==> src/design/dep_map.svh <==
// Purpose: Offsets, masks, codes and reset values of the parameter bank.
// Assumes: Offsets are byte offsets from the engine register base.
// Notes:   Definitions only.
`ifndef DEP_MAP_SVH
`define DEP_MAP_SVH
// -----------------------------------------------------------------
// Register offsets
// -----------------------------------------------------------------
`define DEP_OFF_SRCX   6'h02
`define DEP_OFF_DSTY   6'h04
`define DEP_OFF_DSTX   6'h06
`define DEP_OFF_DIMY   6'h08
`define DEP_OFF_DIMX   6'h0A
// -----------------------------------------------------------------
// Implemented bits and reset values
// -----------------------------------------------------------------
`define DEP_MASK_14    16'h3FFF
`define DEP_MASK_12    16'h0FFF
`define DEP_RST_VAL    16'h0000
// -----------------------------------------------------------------
// Command function codes and the linear addressing select
// -----------------------------------------------------------------
`define DEP_FN_STROKE  4'h6
`define DEP_FN_LINE    4'h7
`define DEP_FN_HBLIT   4'h8
`define DEP_LIN_SEL    2'h3
`define DEP_LIN_MSB    3
`define DEP_LIN_LSB    2
`endif

==> src/design/dep_pkg.sv <==
// Purpose: Types shared by the parameter bank and its decoder.
// Assumes: Nothing beyond the map header.
// Notes:   Types only; numbers live in dep_map.svh.
package dep_pkg;
  // -----------------------------------------------------------------
  // Carriers
  // -----------------------------------------------------------------
  typedef struct packed {
    logic [5:0]  addr;
    logic        wr;
    logic        rd;
    logic [15:0] wdata;
  } dep_bus_t;

  typedef struct packed {
    logic [3:0] func;
    logic [3:0] addr_sel;
  } dep_mode_t;

  typedef struct packed {
    logic [15:0] src_x;
    logic [15:0] dst_y;
    logic [15:0] dst_x;
    logic [15:0] dim_y;
    logic [15:0] dim_x;
  } dep_bank_t;

  typedef struct packed {
    logic        is_line;
    logic        is_stroke;
    logic        is_hblit;
    logic        linear;
    logic [23:0] dest_linear_address;
    logic [11:0] dest_row;
    logic [11:0] dest_col;
    logic [11:0] start_y;
    logic [11:0] start_x;
    logic [13:0] axial_step_constant;
    logic [2:0]  host_mono_align;
    logic [11:0] rect_height;
    logic [11:0] rect_width;
    logic [13:0] line_error_term;
    logic [11:0] vector_length;
    logic [11:0] stroke_len_vert;
    logic [11:0] stroke_len_horiz;
  } dep_op_t;
endpackage

==> src/design/dep_param_bank.sv <==
// Purpose: Parameter register bank of the 2D drawing engine.
// Assumes: The host reaches the bank through its memory-mapped window;
//          command and addressing selects come from the engine's own registers.
// Notes:   Parameters are frozen at engine activation for the whole operation.
//
// How it works
// - Line uses source X bits 13:0 as step.
// - Host blit uses source X bits 2:0 alignment.
// - X-Y mode: destination Y is 12-bit row.
// - Linear: destination Y gives address bits 23:12.
// - Linear: destination X gives address bits 11:0.
// - X-Y mode: destination X bits 11:0 column.
// - Line start Y from destination Y.
// - Line start X from destination X.
// - Rectangle height from offset 08h bits 11:0.
// - Rectangle width from offset 0Ah bits 11:0.
// - Height is plain rows, never tripled.
// - Offset 08h holds 14-bit line error term.
// - Offset 0Ah holds line vector length.
// - Non-horizontal stroke length from offset 08h.
// - Horizontal stroke length from offset 0Ah.
// - Contents undefined at power-on; program before use.
`include "dep_map.svh"
module dep_param_bank (
  input  wire logic              clock,
  input  wire logic              sys_rst,
  input  wire dep_pkg::dep_bus_t bus,
  input  wire dep_pkg::dep_mode_t mode,
  input  wire logic              engine_start,
  input  wire logic              engine_done,
  output logic [15:0]            reg_rdata,
  output logic                   op_busy,
  output dep_pkg::dep_op_t       op
);
  import dep_pkg::*;

  typedef struct packed {
    dep_bank_t   bank;
    dep_op_t     op;
    logic        busy;
    logic [15:0] rdata;
  } dep_state_t;

  dep_state_t state_reg;
  dep_state_t state_next;
  dep_op_t    live_op;
  logic       take;

  // -----------------------------------------------------------------
  // Decode of the live bank
  // -----------------------------------------------------------------
  dep_param_decode u_decode (
    .bank (state_reg.bank),
    .mode (mode),
    .op   (live_op)
  );

  // A start while busy is ignored; a start in the cycle of done is taken.
  assign take = engine_start && (!state_reg.busy || engine_done);

  // -----------------------------------------------------------------
  // Next state
  // -----------------------------------------------------------------
  // Writes to mapped offsets land in the bank even while busy, but the engine only ever reads the
  // snapshot, so rewriting parameters mid-operation is harmless.
  always_comb begin
    state_next = state_reg;
    if (bus.wr) begin
      case (bus.addr)
        `DEP_OFF_SRCX: state_next.bank.src_x = bus.wdata & `DEP_MASK_14;
        `DEP_OFF_DSTY: state_next.bank.dst_y = bus.wdata & `DEP_MASK_14;
        `DEP_OFF_DSTX: state_next.bank.dst_x = bus.wdata & `DEP_MASK_12;
        `DEP_OFF_DIMY: state_next.bank.dim_y = bus.wdata & `DEP_MASK_14;
        `DEP_OFF_DIMX: state_next.bank.dim_x = bus.wdata & `DEP_MASK_12;
        default:       state_next.bank = state_reg.bank;
      endcase
    end
    // Read data is registered; unmapped offsets read as zero.
    if (bus.rd) begin
      case (bus.addr)
        `DEP_OFF_SRCX: state_next.rdata = state_reg.bank.src_x;
        `DEP_OFF_DSTY: state_next.rdata = state_reg.bank.dst_y;
        `DEP_OFF_DSTX: state_next.rdata = state_reg.bank.dst_x;
        `DEP_OFF_DIMY: state_next.rdata = state_reg.bank.dim_y;
        `DEP_OFF_DIMX: state_next.rdata = state_reg.bank.dim_x;
        default:       state_next.rdata = `DEP_RST_VAL;
      endcase
    end
    // Snapshot at activation; held until the next accepted start.
    if (take) begin
      state_next.op   = live_op;
      state_next.busy = 1'b1;
    end else if (engine_done) begin
      state_next.busy = 1'b0;
    end
    // Contents are undefined to software; zero only gives the model a
    // known value and must not be relied upon.
    if (sys_rst) begin
      state_next.bank  = '0;
      state_next.op    = '0;
      state_next.busy  = 1'b0;
      state_next.rdata = `DEP_RST_VAL;
    end
  end

  // State register.
  always_ff @(posedge clock) begin
    state_reg <= state_next;
  end

  // Outputs straight from flip-flops.
  assign reg_rdata = state_reg.rdata;
  assign op_busy   = state_reg.busy;
  assign op        = state_reg.op;

  // -----------------------------------------------------------------
  // Checks
  // -----------------------------------------------------------------
  a_line_step: assert property (
    @(posedge clock) disable iff (sys_rst)
    (take && mode.func == `DEP_FN_LINE)
    |=> op.axial_step_constant == $past(state_reg.bank.src_x[13:0]))
  else $error("Step constant not captured from source X.");

  a_hblit_align: assert property (
    @(posedge clock) disable iff (sys_rst)
    (take && mode.func == `DEP_FN_HBLIT)
    |=> op.is_hblit && op.host_mono_align == $past(state_reg.bank.src_x[2:0]))
  else $error("Mono alignment not captured from source X.");

  a_xy_row_col: assert property (
    @(posedge clock) disable iff (sys_rst)
    (take && mode.addr_sel[3:2] != 2'h3 && mode.func != `DEP_FN_LINE)
    |=> op.dest_row == $past(state_reg.bank.dst_y[11:0])
        && op.dest_col == $past(state_reg.bank.dst_x[11:0]) && !op.linear)
  else $error("X-Y destination not captured.");

  a_linear_addr: assert property (
    @(posedge clock) disable iff (sys_rst)
    (take && mode.addr_sel[3:2] == 2'h3)
    |=> op.linear && op.dest_linear_address
        == {$past(state_reg.bank.dst_y[11:0]), $past(state_reg.bank.dst_x[11:0])})
  else $error("Linear destination address wrong.");

  a_line_start: assert property (
    @(posedge clock) disable iff (sys_rst)
    (take && mode.func == `DEP_FN_LINE)
    |=> op.start_y == $past(state_reg.bank.dst_y[11:0])
        && op.start_x == $past(state_reg.bank.dst_x[11:0]))
  else $error("Line start point not captured.");

  a_rect_dims: assert property (
    @(posedge clock) disable iff (sys_rst)
    (take && mode.func != `DEP_FN_LINE && mode.func != `DEP_FN_STROKE)
    |=> op.rect_height == $past(state_reg.bank.dim_y[11:0])
        && op.rect_width == $past(state_reg.bank.dim_x[11:0]))
  else $error("Rectangle size not captured.");

  a_line_terms: assert property (
    @(posedge clock) disable iff (sys_rst)
    (take && mode.func == `DEP_FN_LINE)
    |=> op.line_error_term == $past(state_reg.bank.dim_y[13:0])
        && op.vector_length == $past(state_reg.bank.dim_x[11:0]))
  else $error("Line error term or length not captured.");

  a_stroke_len: assert property (
    @(posedge clock) disable iff (sys_rst)
    (take && mode.func == `DEP_FN_STROKE)
    |=> op.stroke_len_vert == $past(state_reg.bank.dim_y[11:0])
        && op.stroke_len_horiz == $past(state_reg.bank.dim_x[11:0]))
  else $error("Stroke lengths not captured.");

  a_op_frozen: assert property (
    @(posedge clock) disable iff (sys_rst)
    (op_busy && !take) |=> $stable(op))
  else $error("Operation parameters changed without a new start.");

  a_busy_clear: assert property (
    @(posedge clock) disable iff (sys_rst)
    (op_busy && engine_done && !engine_start) |=> !op_busy)
  else $error("Busy not cleared by done.");

  a_reset_idle: assert property (
    @(posedge clock)
    sys_rst |=> !op_busy && reg_rdata == 16'h0000)
  else $error("Bank not idle after reset.");

  a_read_back: assert property (
    @(posedge clock) disable iff (sys_rst)
    (bus.rd && bus.addr == `DEP_OFF_DIMY) |=> reg_rdata == $past(state_reg.bank.dim_y))
  else $error("Read of height register returned wrong data.");
endmodule

==> src/design/dep_param_decode.sv <==
// Purpose: Interprets the raw parameter words for the selected function.
// Assumes: Function and addressing select come from the command logic.
// Notes:   Purely combinational; the bank registers its result.
`include "dep_map.svh"
module dep_param_decode (
  input  wire dep_pkg::dep_bank_t bank,
  input  wire dep_pkg::dep_mode_t mode,
  output dep_pkg::dep_op_t        op
);
  import dep_pkg::*;

  logic is_line;
  logic is_stroke;
  logic is_hblit;
  logic is_rect;
  logic linear;

  // Function and addressing decode.
  assign is_line   = (mode.func == `DEP_FN_LINE);
  assign is_stroke = (mode.func == `DEP_FN_STROKE);
  assign is_hblit  = (mode.func == `DEP_FN_HBLIT);
  assign is_rect   = !(is_line || is_stroke);
  assign linear    = (mode.addr_sel[`DEP_LIN_MSB:`DEP_LIN_LSB] == `DEP_LIN_SEL);

  // Unused meanings are forced to zero so the engine never sees stale fields.
  always_comb begin
    op                     = '0;
    op.is_line             = is_line;
    op.is_stroke           = is_stroke;
    op.is_hblit            = is_hblit;
    op.linear              = linear;
    op.dest_linear_address = linear ? {bank.dst_y[11:0], bank.dst_x[11:0]} : 24'h000000;
    op.dest_row            = (!linear && !is_line) ? bank.dst_y[11:0] : 12'h000;
    op.dest_col            = (!linear && !is_line) ? bank.dst_x[11:0] : 12'h000;
    op.start_y             = is_line ? bank.dst_y[11:0] : 12'h000;
    op.start_x             = is_line ? bank.dst_x[11:0] : 12'h000;
    op.axial_step_constant = is_line ? bank.src_x[13:0] : 14'h0000;
    op.host_mono_align     = is_hblit ? bank.src_x[2:0] : 3'h0;
    // Height is taken as plain rows; no tripling in packed 24-bit modes.
    op.rect_height         = is_rect ? bank.dim_y[11:0] : 12'h000;
    op.rect_width          = is_rect ? bank.dim_x[11:0] : 12'h000;
    op.line_error_term     = is_line ? bank.dim_y[13:0] : 14'h0000;
    op.vector_length       = is_line ? bank.dim_x[11:0] : 12'h000;
    op.stroke_len_vert     = is_stroke ? bank.dim_y[11:0] : 12'h000;
    op.stroke_len_horiz    = is_stroke ? bank.dim_x[11:0] : 12'h000;
  end
endmodule

==> config.mk <==
export PLATFORM = sky130hd
export DESIGN_NAME = dep_param_bank
export DESIGN_NICKNAME = d
export VERILOG_FILES = /design/src/design/dep_pkg.sv /design/src/design/dep_param_bank.sv /design/src/design/dep_param_decode.sv
export VERILOG_INCLUDE_DIRS = /design/src /design/src/design
export SDC_FILE = /design/constraint.sdc
export NUM_CORES = 1
export LEC_CHECK = 0
export BUFFER_PORTS_ARGS = -buffer_cell sky130_fd_sc_hd__buf_2
export CORE_MARGIN = 2
export CORE_UTILIZATION = 49
export CTS_BUF_LIST = sky130_fd_sc_hd__clkbuf_16
export CTS_CLUSTER_DIAMETER = 40
export DETAILED_ROUTE_END_ITERATION = 12
export HOLD_SLACK_MARGIN = 0.03
export MAX_ROUTING_LAYER = met4
export PLACE_DENSITY = 0.76
export RECOVER_POWER = 50
export SYNTH_ARGS = -nofsm -noshare
export SYNTH_HDL_FRONTEND = slang
export SYNTH_SLANG_ARGS = --single-unit
==> constraint.sdc <==
create_clock -name clock -period 1.95 [get_ports clock]
set_input_delay 0.39 -clock clock [delete_from_list [all_inputs] [get_ports clock]]
set_output_delay 0.39 -clock clock [all_outputs]
set_load 0.01 [all_outputs]
[Yosys cells after proc, flatten, opt, wreduce, memory -nomap -nowiden]
Cells that the tools add are included.
W data, S select, Z words.
Storage, ports and cells
  register bits after elaboration: 250
  latch bits: 0
  RAM bits: 0
  bits in read-only memories: 0
  input bits: 36
  output and inout bits: 184
  logic and storage cells: 62
  memories kept: 0
Operators by class
  add/subtract/negate cells: 0
  multipliers: 0
  divide/modulo/power cells: 0
  $lt $le $gt $ge: 0
  eq/ne operators: 9
  shift operators: 0
  muxes and demuxes: 16
  bitwise logic cells: 0
  reductions and logical operators: 13
Operators with widths (count)
  $mux W12: 9
  $pmux W14 S5: 1
  $mux W14: 2
  $mux W24: 1
  $eq A6 B3 Y1 const B: 2
  $eq A6 B4 Y1 const B: 2
  $reduce_and A2 Y1: 5
  $eq A4 B3 Y1 const B: 2
  $eq A6 B2 Y1 const B: 1
  $eq A4 B4 Y1 const B: 1
  $logic_not A1 Y1: 3
  $mux W3: 1
  $eq A2 B2 Y1 const B: 1
  $logic_and A1 B1 Y1: 2
  $logic_or A1 B1 Y1: 2
  $mux W1: 2
  $reduce_bool A2 Y1: 1

[Logic depth before layout (Yosys ltp)]
Gate-level depths: netlist of run 1.
  word-level depth: 4
  depth in mapped cells: 7

[Modules after synthesis]
Synthesis of run 1 repeated with hierarchy kept, for this count alone.
Second synthesis, totals
  cells, all modules: 1459
  area, all modules: 11682.5 um^2
Modules (own cells, without submodules)
  dep_param_bank: instances 1, cells each 1266, area each 10451.3 um^2, seq. area each 4964.8 um^2
  dep_param_decode: instances 1, cells each 193, area each 1231.2 um^2, seq. area each 0.0 um^2

[Worst setup path after synthesis of run 1]
OpenSTA, ideal clock, no wires.
  path type: input to register
  from: input bus[18] in the netlist's numbering
  to: register state_reg[203] in the netlist's numbering
  setup time: 0.128 ns
  arrival: 1.739 ns
  slack: 0.083 ns
  stages: 7
  path through: or3_1 buf_6 or3b_1 buf_6 buf_6 mux2i_1 nor2_1
On the way
  longest elaborated chain between the ends: 2
Ends and longest elaborated chain
  start, declared: RTL line dep_param_bank.sv:27  | input wire dep_pkg::dep_bus_t bus,
  $eq A6 B4 Y1: RTL line dep_param_bank.sv:69  | case (bus.addr)
  $reduce_and A2 Y1 (no source line)
  end signal, assigned: RTL line dep_param_bank.sv:108  | state_reg <= state_next;
  end, declared: RTL line dep_param_bank.sv:44  | dep_state_t state_reg;
Every way passes these cells.
A chain may end at the register's enable or synchronous reset.

[Worst setup path in the final report of run 1]
  from: register state_reg (netlist bit op_busy)
  to: register state_reg (netlist bit op[6])
On the way
  longest elaborated chain between the ends: 3
Ends and longest elaborated chain
  $logic_not A1 Y1: RTL line dep_param_bank.sv:59  | assign take = engine_start && (!state_reg.busy || engine_done);
  $logic_or A1 B1 Y1: RTL line dep_param_bank.sv:59
  $logic_and A1 B1 Y1: RTL line dep_param_bank.sv:59
Every way passes these cells.

==> metrics.txt, run 1 <==
WP data required=~2.4 ns; Leak=approximately 4.5 nW; met2 Usage GRT=40.61%; slowest stage delay, CP=0.53 ns; Core Region=between 20,000 and 25,000 um2; Die Y-Extent=about 150 um; Clk pin slew, worst setup/hold paths=roughly 0.06 ns; GP Congestion=0.9281; layout cell share with drive strength beyond 1=15.06%; Vias=8,403; clock root cell=clkbuf_16; clock latency on the worst-skew pair=0.51 ns; maximum VDD drop=about 800 uV; die area=22,720 um2; vias in the first global route=7,669; Worst R2R Setup Slack=0.29 ns; Area Overhead vs Synth=11.01%; die width=150.7 um; FILL cells=1,974; Final Net Count=1,245; CTS Hold Bufs=0; final core utilization=55.53%; dpl ws=-0.06350 ns; site row count=53; fin cells=1,512; Cells on Worst Hold Path=3; DR DRC count=0; Port Buffer Count=213; worst r2r dst=op[6]; post-CTS setup buffers=0; met1 Use GR=a little under a third; dpl hpwl=19,450 um; Routed WL per cell=18.81 um; Critical Path Source=op_busy; Setup violations, final=0; initial antenna violation count=1; critical path type=flop to flop; IO Pins=220; routed vias/inst=5.558; worst setup margin=0.2949 ns; max-cap viol count=0; Total Wirelength=between 20,000 and 30,000 um; relative slew slack=21.44%; Worst Reg-to-Reg Cells=6; first-pass GRT wire length=42,830 um; global route total overflow=0; yosys warns=0; status=completed; DRT antenna net count=0; CTS Buf Count=36; reg-to-reg critical path startpoint=op_busy; met3 Usage GRT=under 10%; Hold Startpoint=bus[13]; area post-placement=10,680 um2; Synth area leader=dfxtp_1; CP cell instances=nor2b_1, buf_4, nor4b_1, buf_12, a22oi_1, nor2_1; Max Clk Rate=roughly 600 MHz; Slowest-stage cell, CP=nor4b_1; Post-Place Cells=1,446; initial DRC count=roughly 620; WHS Endpoint=state_reg[213]; largest cells by area after synthesis=dfxtp_1, buf_4, mux2i_1; Crit. End Element=flop; min-delay worst type=input port to flop; max reg flops=167; crit share post-route=84.88%; Async S/R FF share, synth=0%; Max FO, Critical Path=25; Synth Cell Area=between 10,000 and 15,000 um2; Final Hold Fails=0; clock skew=0.02071 ns; Cell variety after synth=34; Pwr per Cell Area=between 1000 and 1500 nW/um2; crit path time final=between 1.5 and 2 ns; Post-synth EDFFs=0; Clock Tree Buf Depth=3; GRT Util Overall=25.02%; top-area cell type share of the netlist area=a little under half; # resized after CTS=0; CTS tree=yes; H-tree levels=2; Sink Count=248; Pre-antenna DRT Iters=5; sequential fraction of the synthesis area=47.06%; Initial Util=50.02%; Yosys reg bits=around 250; RSZ-0062 raised after global routing=false; Most used DFF post-synth=dfxtp_1; final instance area=11,710 um2; Mapped Cells=1,197; global route hottest layer=met2; Max Slew Vio Count=0; Worst Tran Pin Value=1.178 ns; CP startpoint kind=flop; largest net degree at the start of global routing=92; Post-Synthesis Mean Instance Area=a little under 9 um2; crit path DAT=2.09 ns
Yosys cell counts, types with 2 or more instances:
cell type  count
a22oi_1       99
nand4b_1       2
mux2i_1       76
o32ai_1        2
dfxtp_1      248
nor2b_1        2
buf_6          3
a211oi_1      12
buf_2          6
nand2_1       82
nand3b_1       4
clkbuf_1      68
nor3_2         2
a21oi_1       88
nand3_1       79
nand2b_1       3
inv_1          3
nor2_1       167
and2_1         2
buf_1         14
buf_4        185
nor3_1        27
o31ai_1       12
report_power, final:
group / total, W / internal [W] / switching (W)
combinational: 0.000529 / 0.000143 / 0.000386
sequential: 0.00511 / 0.00509 / 0.0000195
clock: 0.00666 / 0.00420 / 0.00247
total: 0.0123 / 0.00943 / 0.00287
logic make-up after synthesis:
kind of cell           count (synthesis)  synth area share (%)
AOI/OAI and AO/OA                    213                 13.09
buffers and inverters                279                 16.80
DFF                                  248                 47.06
muxes                                 76                 7.211
other                                  1               0.03555
and+or+nand+nor                      380                 15.80
layer usage:
metal | wire, um | part of all wire [%]
met3 | 2042 | 7.2
met2 | 13790 | 48
met4 | 787 | 2.8
met1 | 11820 | 42
met5 | 0 | 0
cells in the final DEF, fill, tap and decap left out, types with 4 or more instances in the layout:
cell type	instances
a211oi_1	12
bufinv_16	5
nand2_1	82
nor2_1	166
buf_2	84
inv_1	4
clkbuf_16	37
buf_4	19
a22oi_1	99
clkbuf_1	130
dfxtp_1	248
nor3_1	29
buf_12	12
clkinv_2	4
nand3b_1	4
mux2i_1	76
inv_6	5
nand3_1	79
a21oi_1	88
clkinv_4	7
o31ai_1	12
per-stage QoR:
step | hold WS (ns) | setup TNS [ns] | total power [W]
5_1_grt | 0.1697 | 0 | 0.01268
4_1_cts | 0.1545 | 0 | 0.01241
6_report | 0.1703 | 0 | 0.01230
3_5_place_dp | 0.4399 | -0.4190 | 0.005759
2_1_floorplan | 0.4323 | 0 | 0.005554
3_3_place_gp | 0.4356 | -0.09910 | 0.005754
layout make-up:
cell class | instances | area (um2) | share of cell area (%)
well taps | 275 | 344.1 | 2.938
clock buffers | 37 | 925.9 | 7.907
multi-input cells | 671 | 3817 | 32.60
diodes | 2 | 5.005 | 0.04274
clock inverters | 27 | 324.1 | 2.767
inverters | 3 | 11.26 | 0.09616
flip-flops and latches | 248 | 4965 | 42.40
repair buffers | 249 | 1318 | 11.25
worst max-delay path by stage:
stage | end | slack, ns | depth (start not counted)
3_5_place_dp | state_reg[207] | -0.06 | 6
4_1_cts | op[47] | 0.46 | 6
5_1_grt | op[21] | 0.21 | 6
6_report | op[6] | 0.29 | 6
2_1_floorplan | state_reg[203] | 0.08 | 7
3_3_place_gp | state_reg[206] | -0.02 | 6
worst max-delay path, delay by kind of cell, from the launching register on:
family                 cells  cell delay (ns)
and+or+nand+nor            3             0.77
buffers and inverters      2             0.41
DFF                        1             0.32
AOI/OAI and AO/OA          1             0.08
Note: power is estimated with default switching activity, not from simulation.
==> run 2, diff against run 1 <==
Clock period 1.95 ns to 1.37 ns, I/O delays scaled along.
==> run 2 against run 1 <==
The run now ends with setup timing left. First-iteration DRC count rose by 24%. Die area did not move. Register-to-register slack got worse by 0.31 ns. Cell count rose by 4.4%. Sequential power rose by 42%. Via count rose by 4.7%. Routed wire length rose by 6.8%. Clock power rose by 27%. Count of clock-buffer cells in the layout fell by 6. Critical path depth did not move. Clock skew fell by 0.0012 ns. Combinational power rose by 77%.
==> metrics.txt, run 2 (synthesis results as in run 1) <==
Clock Tree Buf Depth=3; Die Y-Extent=between 150 and 200 um; max reg flops=167; Seq pwr share=43.6%; H-tree levels=1; Pre-antenna DRT Iters=5; routed vias/inst=5.569; Register Area=4975 um2; RSZ-0062 raised after global routing=true; crit path time final=approximately 1.4 ns; area post-placement=11,320 um2; worst r2r dst=op[17]; DR DRC count=0; crit path DAT=1.87 ns; switch share=23.05%; WHS Endpoint=op[153]; initial antenna violation count=1; reg-to-reg critical path startpoint=op_busy; clock latency on the worst-skew pair=around 0.56 ns; max-cap viol count=0; CTS Buf Count=31; Clk pin slew, worst setup/hold paths=0.06 ns; Max Clk Rate=721.2 MHz; Final Power=0.01671 W; Post-Place Cells=1,516; Setup violations, final=2; dpl hpwl=21,080 um; GP Congestion=around 0.92; clock root cell=clkbuf_16; Routed WL per cell=19.24 um; final instance area=between 10,000 and 15,000 um2; first-pass GRT wire length=around 45,000 um; IO Pins=220; final core utilization=59.52%; layout cell share with drive strength beyond 1=31.54%; worst setup margin=-0.01657 ns; Pint=about 0.013 W; failing checks=setup timing; Final Net Count=1,316; Comb power frac=5.6%; DRT antenna net count=0; Max FO, Critical Path=6; fin cells=between 1,500 and 2,000; CP startpoint kind=flop; Clock power frac=roughly half; vias in the first global route=about 8,000; Sink Count=248; multi-input combinational cell area=3966 um2; Psw=0.003851 W; global route total overflow=0; Crit. End Element=flop; FILL cells=1,818; min-delay worst type=input port to flop; Vias=8,794; Area Overhead vs Synth=18.99%; die area=22,720 um2; WP data required=1.85 ns; Hold Startpoint=sys_rst; Cells on Worst Hold Path=2; critical path type=flop to flop; GRT Util Overall=26.07%; maximum VDD drop=840.2 uV; Port Buffer Count=213; clock skew=0.01951 ns; Leak=~5.4 nW; Worst R2R Setup Slack=-0.02 ns; die width=~150 um; CTS tree=yes; Worst Reg-to-Reg Cells=6; commonest non-fill, non-tap cells in the layout=dfxtp_1, buf_2, nor2_1; initial DRC count=slightly below 800; largest net degree at the start of global routing=62; Max Slew Vio Count=0; Total Wirelength=30,390 um; site row count=53; status=complete, but fails checks; commonest non-fill, non-tap cell in the layout=dfxtp_1; Core Region=21,090 um2; Pwr per Cell Area=1331 nW/um2; Final Hold Fails=0; Initial Util=50.02%; crit share post-route=101.2%
run 2: cell type report:
class / instances / area share [%]
Clock inverter: 25 / 2.432
Multi-Input combinational cell: 671 / 31.60
Timing Repair Buffer: 325 / 17.30
Sequential cell: 248 / 39.63
Antenna cell: 1 / 0.01994
Tap cell: 275 / 2.741
Inverter: 3 / 0.08971
Clock buffer: 31 / 6.180
run 2: worst max-delay path by stage:
stage,from,end,slack [ns],cells past startpoint
3_3_place_gp,bus[18],state_reg[227],-0.42,7
2_1_floorplan,bus[18],state_reg[203],-0.35,7
5_1_grt,op_busy,op[8],-0.06,6
3_5_place_dp,bus[18],state_reg[226],-0.45,7
6_report,op_busy,op[17],-0.02,6
4_1_cts,op_busy,op[123],-0.004,6
run 2: metal layers:
metal	routed length (um)	GRT usage (%)	vias up
li1	-	-	4101
met3	2830	4.485	57
met5	0	-	-
met2	13680	39.34	442
met1	13260	36.20	4194
met4	620	7.103	0
run 2: power by group through the flow:
stage               combinational [W]  clock [W]  sequential [W]
floorplan                    0.000516          0         0.00742
global route                 0.000994    0.00884         0.00728
finish                       0.000936    0.00849         0.00728
CTS                          0.000917    0.00854         0.00727
detailed placement           0.000909          0         0.00743
global placement             0.000899          0         0.00743
run 2: metrics by stage:
step,setup slack (ns),setup TNS (ns),hold WS (ns)
2_1_floorplan,-0.3546,-10.40,0.4179
3_3_place_gp,-0.4245,-24.76,0.4363
3_5_place_dp,-0.4518,-27.75,0.4415
4_1_cts,-0.004099,-0.008153,0.03671
5_1_grt,-0.05744,-0.6853,0.04842
6_report,-0.01657,-0.01931,0.05113
run 2: critical path: stages, from the launching register on:
cell and delay, ns:
dfxtp_2 0.32, nor2b_4 0.16, nor4b_4 0.32, buf_4 0.20
clkbuf_16 0.16, a22oi_1 0.06, nor2_1 0.10
run 2: what timing repair did:
item	CTS	global route
setup buffers	0	3
pin swaps	0	4
endpoints found under the hold margin	2	0
hold buffers	1	0
setup endpoints to repair	9	52
gates cloned	0	3
resized for setup	8	20
==> run 3, diff against run 2 <==
Settings changed: REMOVE_ABC_BUFFERS set to 1.
==> run 3 against run 2 <==
Routed wire length shrank 2.7%. Sequential share of layout area fell by 0.93 points. Design area rose by 2.2%. Critical path depth grew 1. Combinational power increased by 13%. The flow still finishes with violations (setup timing). Non-clock buffer count decreased by 39. Flip-flop and latch count did not move. Cell count is 2.0% lower. Die area unchanged. Largest cell class unchanged. Hold slack lost 0.0027 ns. Clock power up 2.4%. Worst setup slack got worse by 0.11 ns.
==> metrics.txt, run 3 (synthesis results as in run 1) <==
Sink Count=248; Pwr per Cell Area=1327 nW/um2; initial antenna violation count=2; GRT Util Overall=between 20% and 30%; Final Power=0.01702 W; status=complete, but fails checks; clock latency on the worst-skew pair=0.51 ns; maximum VDD drop=between 800 and 900 uV; layout cell share with drive strength beyond 1=34.49%; Clk pin slew, worst setup/hold paths=around 0.060 ns; Leak=5.292 nW; Final Net Count=1,281; worst r2r dst=op[3]; Initial Util=50.02%; crit path DAT=1.93 ns; Die Y-Extent=~150 um; Port Buffer Count=213; CTS tree=yes; delay-heaviest family, CP=simple AND/OR/NAND/NOR gates; critical path type=flop to flop; Crit. End Element=flop; Max Slew Vio Count=0; Buf+Inv Stages, Crit Path=3; IO Pins=220; commonest non-fill, non-tap cells in the layout=dfxtp_1, buf_2, nor2_1; failing checks=setup timing; die width=150.7 um; commonest non-fill, non-tap cell in the layout=dfxtp_1; die area=approximately 23,000 um2; CTS Hold Bufs=0; crit path to=op[3]; initial DRC count=586; max reg flops=between 150 and 200; largest net degree at the start of global routing=57; Setup violations, final=47; Critical Path Source=op_busy; routed vias/inst=5.563; reg-to-reg critical path startpoint=op_busy; site row count=53; Psw=0.004148 W; Worst R2R Setup Slack=-0.12 ns; slowest stage delay, CP=0.32 ns; Max FO, Critical Path=6; dpl hpwl=roughly 18,000 um; min-delay worst type=input port to flop; first-pass GRT wire length=between 40,000 and 50,000 um; clock root cell=clkbuf_16; max-cap viol count=0; Final Hold Fails=0; global route total overflow=0; Routed WL per cell=19.11 um; Max Clk Rate=670.2 MHz; clock skew=0.02233 ns; Clock Tree Buf Depth=3; Total Wirelength=29,560 um; H-tree levels=2; Vias=between 8,000 and 9,000; GP Congestion=0.8772; crit share post-route=108.9%; final hold slack=approximately 0.048 ns; WP depth=7; WP data required=1.81 ns; dpl ws=-0.4416 ns; Pre-antenna DRT Iters=7; CP cell instances=nor2b_4, buf_6, nor4b_4, buf_6, clkbuf_16, a22oi_1, nor2_1; vias in the first global route=7,697; RSZ-0062 raised after global routing=true; Worst Reg-to-Reg Cells=7; DRT antenna net count=0; worst setup margin=-0.1221 ns; Area Overhead vs Synth=21.65%; Setup TNS=-1.692 ns; Post-Place Cells=1,466; Seq pwr share=42.7%; crit path time final=1.492 ns; DR DRC count=0; Comb power frac=6.2%; Cells on Worst Hold Path=3; most frequent CP cell=buf_6; Clock power frac=51.1%; fin cells=1,547; CTS Buf Count=35; Core Region=between 20,000 and 25,000 um2; Slowest-stage cell, CP=dfxtp_2; CP startpoint kind=flop; switch share=24.37%; Pint=0.01288 W
==> run 3: cell type report <==
| cell class | count | area (um2) |
|---|---|---|
| Clock buffer | 36 | 900.9 |
| Antenna cell | 2 | 5.005 |
| Tap cell | 275 | 344.1 |
| Multi-Input combinational cell | 671 | 4313 |
| Clock inverter | 26 | 234.0 |
| Sequential cell | 248 | 4966 |
| Fill cell | 1737 | 8255 |
| Inverter | 3 | 11.26 |
| Timing Repair Buffer | 286 | 2058 |
==> run 3: repair_timing <==
| item | CTS | global route |
|---|---|---|
| cloned | 0 | 12 |
| setup buffers | 0 | 5 |
| gates resized for setup | 1 | 110 |
| setup endpoints to repair | 23 | 128 |
| pin swaps | 0 | 56 |
==> run 3: metrics by stage <==
step	util (%)	instance area, um2
CTS	57.07	12040
floorplan	-	8792
global route	60.85	12830
global placement	51.67	10900
finish	60.85	12830
detailed placement	51.67	10900
==> run 3: worst min path at each step <==
stage | startpoint | end | slack [ns]
after floorplan | sys_rst | op[100] | 0.34
after global placement | op[93] | op[93] | 0.43
after detailed placement | op[110] | op[110] | 0.44
after CTS | bus[12] | state_reg[244] | 0.04
after global routing | bus[13] | state_reg[261] | 0.06
final | bus[12] | state_reg[260] | 0.05
==> run 3: worst reg2reg max path, stage by stage, from the launching register on <==
cell and delay [ns]:
dfxtp_2 0.32, nor2b_4 0.12, buf_6 0.13, nor4b_4 0.28
buf_6 0.19, clkbuf_16 0.17, a22oi_1 0.06, nor2_1 0.15
==> run 3: routing by layer <==
layer  vias to the layer above  part of all wire [%]  GRT usage, %
met1                      4192                    40         29.87
li1                       4026                     -             -
met4                         0                   2.7         7.009
met2                       329                    50         37.89
met5                         -                     0             -
met3                        59                   6.8         4.636
==> run 3: power groups by stage <==
stage / clock network (W) / logic, W / registers (W)
after floorplan: 0 / 0.000265 / 0.00743
after global placement: 0 / 0.000842 / 0.00742
after detailed placement: 0 / 0.000847 / 0.00743
after CTS: 0.00877 / 0.000851 / 0.00727
after global routing: 0.00913 / 0.00112 / 0.00727
final: 0.00869 / 0.00106 / 0.00727
